### src/inc/cmd_status_pkg.sv
// Constants, encodings and types shared by the command and status word block.
// Assumes a 100 MHz core clock and 16-bit control block words at byte offsets.
package cmd_status_pkg;

  // ****************************************************************
  // Control block word offsets (byte offsets within a control block)
  // ****************************************************************
  localparam logic [7:0] OFS_FIRST_COMMAND_WORD = 8'h14;
  localparam logic [7:0] OFS_FIRST_STATUS_WORD = 8'h16;
  localparam logic [7:0] OFS_SECOND_COMMAND_WORD = 8'h18;
  localparam logic [7:0] OFS_SECOND_STATUS_WORD = 8'h1a;
  localparam logic [7:0] OFS_STATUS_RESPONSE_TIMES = 8'h1c;
  localparam logic [7:0] OFS_FIRST_STATUS_IRQ_MASK = 8'h1e;
  localparam logic [7:0] OFS_SECOND_STATUS_IRQ_MASK = 8'h20;
  localparam logic [7:0] OFS_LEVEL_A_IRQ_MASK = 8'h22;
  localparam int NUM_WORDS = 8;

  // Word indices inside the local word array
  localparam logic [2:0] IDX_CMD1 = 3'h0;
  localparam logic [2:0] IDX_STAT1 = 3'h1;
  localparam logic [2:0] IDX_CMD2 = 3'h2;
  localparam logic [2:0] IDX_STAT2 = 3'h3;
  localparam logic [2:0] IDX_RESP_TIMES = 3'h4;
  localparam logic [2:0] IDX_STAT1_MASK = 3'h5;
  localparam logic [2:0] IDX_STAT2_MASK = 3'h6;
  localparam logic [2:0] IDX_A_MASK = 3'h7;
  localparam logic [15:0] WORD_RESET = 16'h0000;

  // ****************************************************************
  // Response time word fields
  // ****************************************************************
  localparam int RESP2_MSB = 15;
  localparam int RESP2_LSB = 8;
  localparam int RESP1_MSB = 7;
  localparam int RESP1_LSB = 0;

  // ****************************************************************
  // Interrupt status word bit positions
  // ****************************************************************
  localparam int ISR_TX_ERROR = 15;
  localparam int ISR_DMA_ERROR = 14;
  localparam int ISR_RING_PAGE_FULL = 13;
  localparam int ISR_END_OF_MESSAGE = 12;
  localparam int ISR_PROG_ERROR = 11;
  localparam int ISR_SW_MASK_HIT = 10;
  localparam int ISR_RING_FULL = 10;
  localparam int ISR_STOP = 9;
  localparam int ISR_LOCK_LOST = 8;
  localparam int ISR_ILLEGAL_CMD = 7;
  localparam int ISR_TRIGGER = 6;
  localparam int ISR_MODE_CODE = 5;
  localparam int ISR_RETRY_OK = 4;
  localparam int ISR_RETRY_FAILED = 3;
  localparam int ISR_BUS_SWITCH = 3;
  localparam int ISR_SELFTEST_FAIL = 2;
  localparam int ISR_SELFTEST_CMP = 1;
  localparam int ISR_SECONDARY_BUS = 0;

  // ****************************************************************
  // Timing
  // ****************************************************************
  localparam int CLK_MHZ = 100;
  localparam int DEFAULT_RESP_US = 4;
  localparam int ADVISED_MIN_RESP_US = 5;
  localparam int SYNC_LEAD_NS = 1500;
  localparam logic [15:0] CYC_PER_US = 16'(CLK_MHZ);
  localparam logic [15:0] DEFAULT_RESP_CYC = 16'(DEFAULT_RESP_US * CLK_MHZ);
  localparam logic [15:0] SYNC_LEAD_CYC = 16'((SYNC_LEAD_NS * CLK_MHZ + 999) / 1000);
  localparam logic [15:0] COUNT_RESET = 16'h0000;

  // ****************************************************************
  // Address widths
  // ****************************************************************
  localparam int DATA_ADDR_W = 18;
  localparam int MAP_USED_W = 2;

  // ****************************************************************
  // Message sequencer states
  // ****************************************************************
  typedef enum logic [7:0] {
    ST_IDLE = 8'h01,
    ST_CMD1 = 8'h02,
    ST_CMD2 = 8'h04,
    ST_STAT2 = 8'h08,
    ST_DATA1 = 8'h10,
    ST_STAT1 = 8'h20,
    ST_DATA2 = 8'h40,
    ST_END = 8'h80
  } seq_state_t;

endpackage : cmd_status_pkg

### src/resp_delay_timer.sv
// Response delay timer: counts cycles since the last mid-parity point.
// Assumes the codec pulses parity_mid at the middle of every word's parity bit.
`timescale 1ns/1ps
module resp_delay_timer (
  // Clock and reset
  input wire logic core_clk,
  input wire logic reset,
  // Timing reference and programmed time
  input wire logic parity_mid,
  input wire logic [7:0] resp_us,
  // Start point for the status word
  output logic due
);

  typedef struct packed {
    logic [15:0] count;
  } timer_state_t;

  timer_state_t state_ff;
  timer_state_t nxt_state;
  logic [15:0] target_cyc;
  logic [15:0] sync_cyc;

  // Mid-parity to mid-sync time, zero selects the default
  always_comb begin
    sync_cyc = (resp_us == 8'h00) ? cmd_status_pkg::DEFAULT_RESP_CYC :
               16'(resp_us * cmd_status_pkg::CYC_PER_US);
    if (sync_cyc > cmd_status_pkg::SYNC_LEAD_CYC) begin
      target_cyc = sync_cyc - cmd_status_pkg::SYNC_LEAD_CYC;
    end else begin
      target_cyc = 16'h0001;
    end
  end

  // Saturating count restarted at each mid-parity point
  always_comb begin
    nxt_state = state_ff;
    if (parity_mid) begin
      nxt_state.count = cmd_status_pkg::COUNT_RESET;
    end else if (state_ff.count != 16'hffff) begin
      nxt_state.count = state_ff.count + 16'h0001;
    end
  end

  always_ff @(posedge core_clk or posedge reset) begin
    if (reset) begin
      state_ff <= '0;
    end else begin
      state_ff <= nxt_state;
    end
  end

  assign due = (state_ff.count >= target_cyc) && !parity_mid;

endmodule : resp_delay_timer

### src/cmd_status_words.sv
// Bus controller command and status words of one control block.
// Operation
// - First command word always goes out first on the bus.
// - With the RT-RT flag set, second command word follows as transmit command.
// - Command words go out exactly as stored, no field altered.
// - Count, direction and RT-RT come from control inputs, not commands.
// - Received status stored unchanged; first to first slot, transmitter's to second.
// - No response leaves the status location untouched.
// - Host loads simulated status words; device transmits stored values.
// - Status simulation per response only when control word enables it.
// - Simulated response data uses address from data pointer and map.
// - Upper byte times second status, lower byte times first status.
// - Simulated response timed from mid parity to mid sync.
// - Zero response time defaults to 4 microseconds.
// - Status mask ones matching status ones request an interrupt.
// - At message end A mask ANDed with interrupt status raises interrupt.
// - Hardware interrupt line driven only while hardware enable is set.
// - Mask bits follow the interrupt status layout from bit 15 to 0.
// - Bits 10 and 3 are shared; bits 4, 2, 1 as the status layout.
// - Interrupt status posted only when nonzero unless posting always.
// - Data address is pointer plus map, 18 of 20 bits used.
// Assumes an external word codec, data mover and message-end logic.
`timescale 1ns/1ps
module cmd_status_words (
  // Clock and reset
  input wire logic core_clk,
  input wire logic reset,
  // Control block word port
  input wire logic [7:0] cb_addr,
  input wire logic cb_wr,
  input wire logic cb_rd,
  input wire logic [15:0] cb_wdata,
  output logic [15:0] cb_rdata,
  output logic cb_rvalid,
  // Message control from the control word locations
  input wire logic msg_start,
  input wire logic ctrl_rt_rt,
  input wire logic ctrl_bc_to_rt,
  input wire logic ctrl_sim_first,
  input wire logic ctrl_sim_second,
  input wire logic [5:0] ctrl_word_count,
  input wire logic [15:0] data_pointer,
  input wire logic [3:0] data_map,
  input wire logic post_always,
  input wire logic hw_irq_enable,
  output logic busy,
  // Word transmitter
  output logic tx_valid,
  input wire logic tx_ready,
  output logic [15:0] tx_word,
  // Word receiver
  input wire logic parity_mid,
  input wire logic rx_status_valid,
  input wire logic [15:0] rx_status_word,
  input wire logic no_response,
  // Data word mover
  output logic data_start,
  output logic [17:0] data_addr,
  output logic [5:0] data_count,
  input wire logic data_done,
  // Message end and interrupt
  input wire logic msg_end,
  input wire logic [15:0] interrupt_status_word,
  output logic isr_post_valid,
  output logic [15:0] isr_post_word,
  output logic irq_request,
  output logic irq_line
);

  typedef struct packed {
    logic [cmd_status_pkg::NUM_WORDS-1:0][15:0] words;
    cmd_status_pkg::seq_state_t seq;
    logic [15:0] rdata;
    logic rvalid;
    logic [15:0] tx_word;
    logic data_start;
    logic [17:0] data_addr;
    logic [5:0] data_count;
    logic rt_rt;
    logic bc_to_rt;
    logic sim_first;
    logic sim_second;
    logic sw_hit;
    logic post_valid;
    logic [15:0] post_word;
    logic irq_request;
    logic irq_line;
  } blk_state_t;

  blk_state_t state_ff;
  blk_state_t nxt_state;

  // ****************************************************************
  // Local decode
  // ****************************************************************
  logic addr_hit;
  logic [2:0] addr_idx;
  logic [7:0] addr_rel;
  logic in_stat1;
  logic in_stat2;
  logic slot_sim;
  logic [7:0] slot_resp_us;
  logic resp_due;
  logic [15:0] isr_eff;
  logic a_hit;

  // Word select from byte offset, word aligned only
  always_comb begin
    addr_rel = cb_addr - cmd_status_pkg::OFS_FIRST_COMMAND_WORD;
    addr_idx = addr_rel[3:1];
    addr_hit = (cb_addr >= cmd_status_pkg::OFS_FIRST_COMMAND_WORD) &&
               (cb_addr <= cmd_status_pkg::OFS_LEVEL_A_IRQ_MASK) && !cb_addr[0];
  end

  // Status slot in progress and its timing byte
  always_comb begin
    in_stat1 = (state_ff.seq == cmd_status_pkg::ST_STAT1);
    in_stat2 = (state_ff.seq == cmd_status_pkg::ST_STAT2);
    slot_sim = (in_stat1 && state_ff.sim_first) || (in_stat2 && state_ff.sim_second);
    slot_resp_us = in_stat2 ?
      state_ff.words[cmd_status_pkg::IDX_RESP_TIMES][cmd_status_pkg::RESP2_MSB:cmd_status_pkg::RESP2_LSB] :
      state_ff.words[cmd_status_pkg::IDX_RESP_TIMES][cmd_status_pkg::RESP1_MSB:cmd_status_pkg::RESP1_LSB];
  end

  // ****************************************************************
  // Simulated response timing
  // ****************************************************************
  resp_delay_timer u_resp_timer (
    .core_clk(core_clk),
    .reset(reset),
    .parity_mid(parity_mid),
    .resp_us(slot_resp_us),
    .due(resp_due)
  );

  // Transmit request: commands at once, simulated status when due
  always_comb begin
    tx_valid = (state_ff.seq == cmd_status_pkg::ST_CMD1) ||
               (state_ff.seq == cmd_status_pkg::ST_CMD2) ||
               (slot_sim && resp_due);
  end

  // ****************************************************************
  // Message end interrupt evaluation
  // ****************************************************************
  always_comb begin
    isr_eff = interrupt_status_word;
    if (state_ff.sw_hit) begin
      isr_eff[cmd_status_pkg::ISR_SW_MASK_HIT] = 1'b1;
    end
    a_hit = |(isr_eff & state_ff.words[cmd_status_pkg::IDX_A_MASK]);
  end

  // ****************************************************************
  // Next state
  // ****************************************************************
  always_comb begin
    nxt_state = state_ff;
    nxt_state.rvalid = 1'b0;
    nxt_state.data_start = 1'b0;
    nxt_state.post_valid = 1'b0;
    nxt_state.irq_request = 1'b0;
    nxt_state.irq_line = 1'b0;

    // Host access to the control block words
    if (cb_wr && addr_hit) begin
      nxt_state.words[addr_idx] = cb_wdata;
    end
    if (cb_rd) begin
      nxt_state.rvalid = 1'b1;
      nxt_state.rdata = addr_hit ? state_ff.words[addr_idx] : 16'h0000;
    end

    case (state_ff.seq)
      cmd_status_pkg::ST_IDLE: begin
        if (msg_start) begin
          nxt_state.rt_rt = ctrl_rt_rt;
          nxt_state.bc_to_rt = ctrl_bc_to_rt;
          nxt_state.sim_first = ctrl_sim_first;
          nxt_state.sim_second = ctrl_sim_second && ctrl_rt_rt;
          nxt_state.data_count = ctrl_word_count;
          nxt_state.data_addr = {data_map[cmd_status_pkg::MAP_USED_W-1:0], data_pointer};
          nxt_state.sw_hit = 1'b0;
          nxt_state.tx_word = state_ff.words[cmd_status_pkg::IDX_CMD1];
          nxt_state.seq = cmd_status_pkg::ST_CMD1;
        end
      end
      cmd_status_pkg::ST_CMD1: begin
        if (tx_ready) begin
          if (state_ff.rt_rt) begin
            nxt_state.tx_word = state_ff.words[cmd_status_pkg::IDX_CMD2];
            nxt_state.seq = cmd_status_pkg::ST_CMD2;
          end else if (state_ff.bc_to_rt) begin
            nxt_state.data_start = 1'b1;
            nxt_state.seq = cmd_status_pkg::ST_DATA1;
          end else begin
            nxt_state.tx_word = state_ff.words[cmd_status_pkg::IDX_STAT1];
            nxt_state.seq = cmd_status_pkg::ST_STAT1;
          end
        end
      end
      cmd_status_pkg::ST_CMD2: begin
        if (tx_ready) begin
          nxt_state.tx_word = state_ff.words[cmd_status_pkg::IDX_STAT2];
          nxt_state.seq = cmd_status_pkg::ST_STAT2;
        end
      end
      cmd_status_pkg::ST_STAT2: begin
        if (slot_sim) begin
          if (resp_due && tx_ready) begin
            nxt_state.data_start = 1'b1;
            nxt_state.seq = cmd_status_pkg::ST_DATA1;
          end
        end else if (rx_status_valid) begin
          nxt_state.words[cmd_status_pkg::IDX_STAT2] = rx_status_word;
          if (|(rx_status_word & state_ff.words[cmd_status_pkg::IDX_STAT2_MASK])) begin
            nxt_state.sw_hit = 1'b1;
          end
          nxt_state.data_start = 1'b1;
          nxt_state.seq = cmd_status_pkg::ST_DATA1;
        end else if (no_response) begin
          nxt_state.seq = cmd_status_pkg::ST_END;
        end
      end
      cmd_status_pkg::ST_DATA1: begin
        if (data_done) begin
          nxt_state.tx_word = state_ff.words[cmd_status_pkg::IDX_STAT1];
          nxt_state.seq = cmd_status_pkg::ST_STAT1;
        end
      end
      cmd_status_pkg::ST_STAT1: begin
        if (slot_sim) begin
          if (resp_due && tx_ready) begin
            nxt_state.data_start = !(state_ff.rt_rt || state_ff.bc_to_rt);
            nxt_state.seq = (state_ff.rt_rt || state_ff.bc_to_rt) ?
                            cmd_status_pkg::ST_END : cmd_status_pkg::ST_DATA2;
          end
        end else if (rx_status_valid) begin
          nxt_state.words[cmd_status_pkg::IDX_STAT1] = rx_status_word;
          if (|(rx_status_word & state_ff.words[cmd_status_pkg::IDX_STAT1_MASK])) begin
            nxt_state.sw_hit = 1'b1;
          end
          nxt_state.data_start = !(state_ff.rt_rt || state_ff.bc_to_rt);
          nxt_state.seq = (state_ff.rt_rt || state_ff.bc_to_rt) ?
                          cmd_status_pkg::ST_END : cmd_status_pkg::ST_DATA2;
        end else if (no_response) begin
          nxt_state.seq = cmd_status_pkg::ST_END;
        end
      end
      cmd_status_pkg::ST_DATA2: begin
        if (data_done) begin
          nxt_state.seq = cmd_status_pkg::ST_END;
        end
      end
      cmd_status_pkg::ST_END: begin
        if (msg_end) begin
          nxt_state.post_word = isr_eff;
          nxt_state.post_valid = post_always || (isr_eff != 16'h0000);
          nxt_state.irq_request = a_hit || state_ff.sw_hit;
          nxt_state.irq_line = (a_hit || state_ff.sw_hit) && hw_irq_enable;
          nxt_state.seq = cmd_status_pkg::ST_IDLE;
        end
      end
      default: begin
        nxt_state.seq = cmd_status_pkg::ST_IDLE;
      end
    endcase
  end

  // ****************************************************************
  // State register
  // ****************************************************************
  always_ff @(posedge core_clk or posedge reset) begin
    if (reset) begin
      state_ff <= '0;
      state_ff.seq <= cmd_status_pkg::ST_IDLE;
    end else begin
      state_ff <= nxt_state;
    end
  end

  // Outputs from the state register
  assign cb_rdata = state_ff.rdata;
  assign cb_rvalid = state_ff.rvalid;
  assign busy = (state_ff.seq != cmd_status_pkg::ST_IDLE);
  assign tx_word = state_ff.tx_word;
  assign data_start = state_ff.data_start;
  assign data_addr = state_ff.data_addr;
  assign data_count = state_ff.data_count;
  assign isr_post_valid = state_ff.post_valid;
  assign isr_post_word = state_ff.post_word;
  assign irq_request = state_ff.irq_request;
  assign irq_line = state_ff.irq_line;

endmodule : cmd_status_words

### config.mk
export PLATFORM = sky130hd
export DESIGN_NAME = cmd_status_words
export DESIGN_NICKNAME = d
export VERILOG_FILES = /design/src/inc/cmd_status_pkg.sv /design/src/resp_delay_timer.sv /design/src/cmd_status_words.sv
export SDC_FILE = /design/constraint.sdc
export NUM_CORES = 1
export LEC_CHECK = 0
export ABC_AREA = 1
export BUFFER_PORTS_ARGS = -buffer_cell sky130_fd_sc_hd__clkbuf_2
export CORE_MARGIN = 3
export CORE_UTILIZATION = 59
export CTS_CLUSTER_DIAMETER = 200
export DETAILED_ROUTE_END_ITERATION = 6
export MAX_ROUTING_LAYER = met4
export PLACE_DENSITY_LB_ADDON = 0.25
export SYNTH_ARGS = -nofsm -noshare
export SYNTH_HDL_FRONTEND = slang
export SYNTH_SLANG_ARGS = --single-unit
### constraint.sdc
create_clock -name core_clk -period 9.95 [get_ports core_clk]
set_input_delay 1.4925 -clock core_clk [delete_from_list [all_inputs] [get_ports core_clk]]
set_output_delay 1.4925 -clock core_clk [all_outputs]
set_load 0.01 [all_outputs]
==> results.yml, run 1 <==
worst_setup_path:
  crit_arrival_ps: 6420
  crit_path_max_fanout: 16
  startpoint_type: "flip-flop"
  worst_path_max_delay_cell: "fa_1"
  worstSetupPathType: "reg -> out"
  crit_required_ps: 8460
  cp_common_cell: "nand2_1"
  r2r_slack_ps: 3700
  crit_path_end_kind: "primary output"
  cpPeakStageDelay_ps: 520
timing:
  skew_ps: 17.5
  max_freq_ghz: 0.126
  fin_crit_ps: 7910
  setup_viol: 0
  rsz0062_at_grt: "no"
  tightest_slew_ps: 1150
  period_share_pct: 79.5
  finalHoldViolCount: 0
  finalSetupTns_ps: 0
  slew_viol_final: 0
  max-slew-margin-rel_pct: 23.2
synth:
  netlist_instances: 1914
  ys_top_cells_by_area: "dfrtp_1, nand2_1, o21ai_0"
  synth_area_sq_um: 14600
  ys.flop_type: "dfrtp_1"
  synth_cell_types: 53
  synth_seq_cells: 234
  synth-edff-count: 0
  yosysSeqAreaShare_pct: 40.2
  yosysWarnings: 0
  syn_avg_cell_area_sq_um: 7.61
  yosysMostFrequentCell: "nand2_1"
  synth_top_area_share_pct: 40.0
  syn-num-nets: 2069
  synth.largest_area_cell: "dfrtp_1"
  async_flop_share_pct: 100
  synthTopCellsByCount: "nand2_1, dfrtp_1, o21ai_0"
pwr:
  peakVddDrop_mv: 0.168
  powerDensity_nw_per_um2: 220
  p_total_mw: 3.45
  power.leakage_nw: 8.21
routing:
  first_pass_iters: 7
  via_count: 13485
  drtIter0Drc: 1723
  wl_met2_microns: 19200
  wirelength_microns: 42600
  drc: 0
  met3WireLength_microns: 4090
  via_per_inst: 5.88
  met1_length_microns: 17700
  routed.top_layer: "met4"
  ant_nets: 0
  wl_per_cell_microns: 18.6
die:
  initial_core_util_pct: 61.0
  ios: 178
  dieArea_sq_um: 26600
  rows: 56
  die_y_microns: 163
  coreArea_sq_um: 23900
  fp.dieW_microns: 163
cts:
  cts_tree: "yes"
  cts_buffers: 26
  cts_resized: 0
  clk_latency_ps: 550
  clkTransAtPathRegs_ps: 60
  holdBufCountCts: 0
  cts-root-buf: "clkbuf_16"
  cts_htree_levels: 1
  cts.sinks: 234
  cts_setup_buffers: 0
  cts_buffer_depth: 3
place:
  io_buffers: 175
  post-dp-hpwl_microns: 29000
  gp_congestion: 0.944
  numPlacedInstances: 2249
run:
  maxCapViolations: 0
finish:
  nets: 2113
  drive_gt1_share_pct: 15.0
  area.growth.synth_to_final_pct: 7.78
  layout.cells.non_filler: 2293
  antenna_cells: 0
  multiInputGateArea_sq_um: 6870
  fill_cells: 2140
  regArea_sq_um: 5860
grt:
  grt_pass1_wl_microns: 67400
  antenna_found_initial: 0
  grt_max_degree: 99
  overflow: 0
  grt_pass1_vias: 12632
  gr-usage-all-layers_pct: 32.8
status:
  outcome: "finished clean"
worst_hold_path:
  hp-class: "reg -> reg"
-- area by class of cell --
class,instances,area share [%]
clock buffers,37,4.72
clock inverters,7,0.789
inverters,209,5.06
multi-input cells,1306,43.7
flip-flops and latches,234,37.3
well taps,319,2.54
repair buffers,181,5.86
-- cells in the final DEF (no fill, tap or decap), drive strengths merged, types with 4 or more instances in the layout --
cell type | Yosys | layout
a31oi | 14 | 14
ha | 53 | 53
a221oi | 8 | 8
nand3b | 7 | 7
o221ai | 6 | 6
o2111ai | 13 | 13
nand4 | 23 | 23
a21oi | 50 | 50
or2 | 5 | 5
nor4 | 9 | 9
a22o | 9 | 9
o22ai | 16 | 16
nor2 | 87 | 87
o211ai | 10 | 10
a41oi | 4 | 4
inv | 207 | 207
nor3 | 15 | 15
clkbuf | 54 | 212
dfrtp | 233 | 233
o21ai | 319 | 319
buf | 111 | 6
nand2 | 523 | 523
nand3 | 116 | 116
clkinv | 2 | 5
-- worst max-delay path: cells and delay by family, from the launching register on --
family,cells,cell delay (ps)
buffers and inverters,6,560
adder cells (fa/ha/maj),5,1650
AO/OA/AOI/OAI,1,400
AND/OR/NAND/NOR,18,2830
flip-flops,1,430
-- registers in the layout, indices dropped and copies added, names as in the netlist, 6 cells and up --
name                   flops
data_addr                 18
tx_word                   16
cb_rdata                  16
state_ff                 141
data_count                 6
u_resp_timer.state_ff     16
isr_post_word             16
-- routing by layer --
metal	GRT usage, %	up-vias
li1	-	6365
met1	44.6	6323
met2	50.3	698
met3	5.17	99
met4	11.3	0
met5	-	-
-- stage by stage --
stage	setup slack (ps)	hold WS [ps]	util [%]	instance area (sq um)
final	2040	470	65.7	15700
after global routing	1510	486	65.7	15700
after CTS	2020	474	65.7	15700
after global placement	2680	452	62.1	14800
after detailed placement	2600	459	62.1	14800
after floorplan	2040	443	-	14600
-- path summary, 6_finish.rpt --
check	start	end	depth (start not counted)
max in group asynchronous	reset	state_ff[168]$_DFFE_PP0P_	4
worst min register to register	data_addr[13]$_DFFE_PP0P_	data_addr[13]$_DFFE_PP0P_	2
worst min-delay path	data_addr[13]$_DFFE_PP0P_	data_addr[13]$_DFFE_PP0P_	2
min in group asynchronous	reset	u_resp_timer.state_ff[12]$_DFFE_PP0P_	2
worst max register to register	state_ff[84]$_DFFE_PP0P_	data_start$_DFF_PP0_	31
worst max-delay path	state_ff[84]$_DFFE_PP0P_	tx_valid	30
-- power by group --
| group | switching [mW] | leakage [nW] | internal (mW) |
|---|---|---|---|
| Clock | 0.403 | 0.421 | 0.594 |
| Sequential | 0.171 | 3.17 | 1.16 |
| Combinational | 0.742 | 4.62 | 0.384 |
-- cells by family (layout without fill, tap and decap cells) --
kind of cell	count (synthesis)	count (layout)	share of synthesized area, %
xor gates and xnor gates	2	2	0.120
AOI/OAI and AO/OA	458	458	17.7
adders and majority gates	56	56	4.96
and+or+nand+nor	790	790	24.3
buffers and inverters	374	434	12.7
DFF	234	234	40.2
Note: power is estimated with default switching activity, not from simulation.
==> run 2: changes to the inputs <==
- clock period: 9.95 -> 7.5 ns (I/O delays scaled with it)
==> results.yml, run 2 (same netlist as run 1, synthesis figures left out) <==
status:
  outcome: "finished clean"
grt:
  grt_max_degree: 167
  gr-usage-all-layers_pct: 31.8
  overflow: 0
  antenna_found_initial: 2
  grt_pass1_wl_microns: 65900
  grt_pass1_vias: 12388
die:
  dieArea_sq_um: 26600
  initial_core_util_pct: 61.0
  die_y_microns: 163
  rows: 56
  coreArea_sq_um: 23900
  fp.dieW_microns: 163
  ios: 178
worst_setup_path:
  reg2reg_to: "data_start$_DFF_PP0_"
  reg2reg_from: "state_ff[87]$_DFFE_PP0P_"
  r2r_cells: 26
  crit_required_ps: 6380
  cp_common_cell: "ha_1"
  worst_path_max_delay_cell: "o21ai_0"
  cpPeakStageDelay_ps: 560
  crit_path_max_fanout: 16
  crit_path_end_kind: "primary output"
  startpoint_type: "flip-flop"
  worstSetupPathType: "reg -> out"
  crit_arrival_ps: 5950
  r2r_slack_ps: 1670
pwr:
  p_sw_mw: 1.75
  powerDensity_nw_per_um2: 293
  p_int_mw: 2.89
  p_seq_share_pct: 38.0
  pwr-share-comb_pct: 32.8
  power.leakage_nw: 8.26
  swShare_pct: 37.7
  power_frac_clock_pct: 29.2
  peakVddDrop_mv: 0.209
worst_hold_path:
  hp-start: "data_addr[15]$_DFFE_PP0P_"
  hold_depth: 2
  hp-class: "reg -> reg"
  min_to: "data_addr[15]$_DFFE_PP0P_"
place:
  post-dp-hpwl_microns: 29000
  io_buffers: 175
  pre_cts_slack_ps: 551
  gp_congestion: 0.937
routing:
  routed.top_layer: "met4"
  wirelength_microns: 42000
  via_count: 13445
  ant_nets: 0
  wl_per_cell_microns: 18.3
  first_pass_iters: 6
  drc: 0
  wl_met2_microns: 18600
  met1_length_microns: 17500
  via_per_inst: 5.84
  met3WireLength_microns: 4070
  drtIter0Drc: 1451
finish:
  regMostFlops: "state_ff"
  layout_common_cells: "nand2_1, dfrtp_1, o21ai_0"
  largest_reg_flops: 141
  area.growth.synth_to_final_pct: 8.67
  drive_gt1_share_pct: 15.4
  post-route-util_pct: 66.3
  nets: 2117
  layout_commonest_cell: "nand2_1"
cts:
  cts-root-buf: "clkbuf_16"
  cts_htree_levels: 1
  holdBufCountCts: 0
  cts.sinks: 234
  clk_latency_ps: 550
  cts_buffers: 26
  cts_tree: "yes"
  clkTransAtPathRegs_ps: 60
  cts_buffer_depth: 3
timing:
  fin_crit_ps: 7070
  period_share_pct: 94.3
  finalSetupTns_ps: 0
  tightest_slew_ps: 1100
  skew_ps: 32.0
  max-slew-margin-rel_pct: 26.6
  slew_viol_final: 0
  setup_ws_ps: 426
  rsz0062_at_grt: "no"
  max_freq_ghz: 0.141
  setup_viol: 0
  finalHoldViolCount: 0
run:
  maxCapViolations: 0
## run 2: cell types whose count changed in the layout (fill, tap and decap cells not counted), sizes merged
cell and change:
clkbuf +4, buf +3, diode +1, inv -1, nand3 +1
## run 2: how the worst max path moves through the flow
stage,start,end
finish,state_ff[87]$_DFFE_PP0P_,tx_valid
global route,state_ff[87]$_DFFE_PP0P_,tx_valid
CTS,state_ff[84]$_DFFE_PP0P_,tx_valid
detailed placement,state_ff[84]$_DFFE_PP0P_,tx_valid
global placement,state_ff[84]$_DFFE_PP0P_,tx_valid
floorplan,state_ff[87]$_DFFE_PP0P_,tx_valid
## run 2: per-stage QoR
step / total power [mW] / hold slack (ps) / instance area (sq um) / instances
after CTS: 4.60 / 473 / 15800 / 2297
after global placement: 3.19 / 453 / 14900 / 2250
after global routing: 4.92 / 492 / 15800 / 2301
after floorplan: 2.97 / 443 / 14600 / 1914
final: 4.64 / 471 / 15800 / 2301
after detailed placement: 3.25 / 458 / 14900 / 2250
## run 2: final cells by class
type | count | area, sq um
well taps | 319 | 399
fillers | 2103 | 8060
repair buffers | 184 | 956
flip-flops and latches | 234 | 5860
clock buffers | 41 | 797
multi-input cells | 1307 | 6920
clock inverters | 6 | 116
diodes | 1 | 2.50
inverters | 209 | 791
## run 2: metal layers
layer  up-vias  GRT usage (%)
li1       6381              -
met1      6268           44.0
met2       678           46.9
met3       118           5.00
met4         0           13.0
met5         -              -
## run 2: power by group through the flow
stage	sequential, mW	combinational, mW	clock [mW]
floorplan	1.70	1.27	0
global placement	1.76	1.43	0
detailed placement	1.77	1.48	0
CTS	1.75	1.49	1.36
global route	1.79	1.72	1.41
finish	1.76	1.52	1.35
## run 2: repair_timing
| action | CTS | global route |
|---|---|---|
| gates resized for setup | 1 | 8 |
| setup buffers | 0 | 2 |
| pin swaps | 0 | 4 |
| gates cloned | 0 | 1 |
| endpoints found under the hold margin | 0 | 0 |
| endpoints found under the setup margin | 1 | 1 |
## run 2: worst max-delay path: cells and delay by family, from the launching register on
| kind | cells | cell delay (ps) |
|---|---|---|
| DFF | 1 | 420 |
| and+or+nand+nor | 14 | 2030 |
| buffers and inverters | 2 | 280 |
| AOI/OAI and AO/OA | 4 | 1090 |
| adders and majority gates | 5 | 1580 |
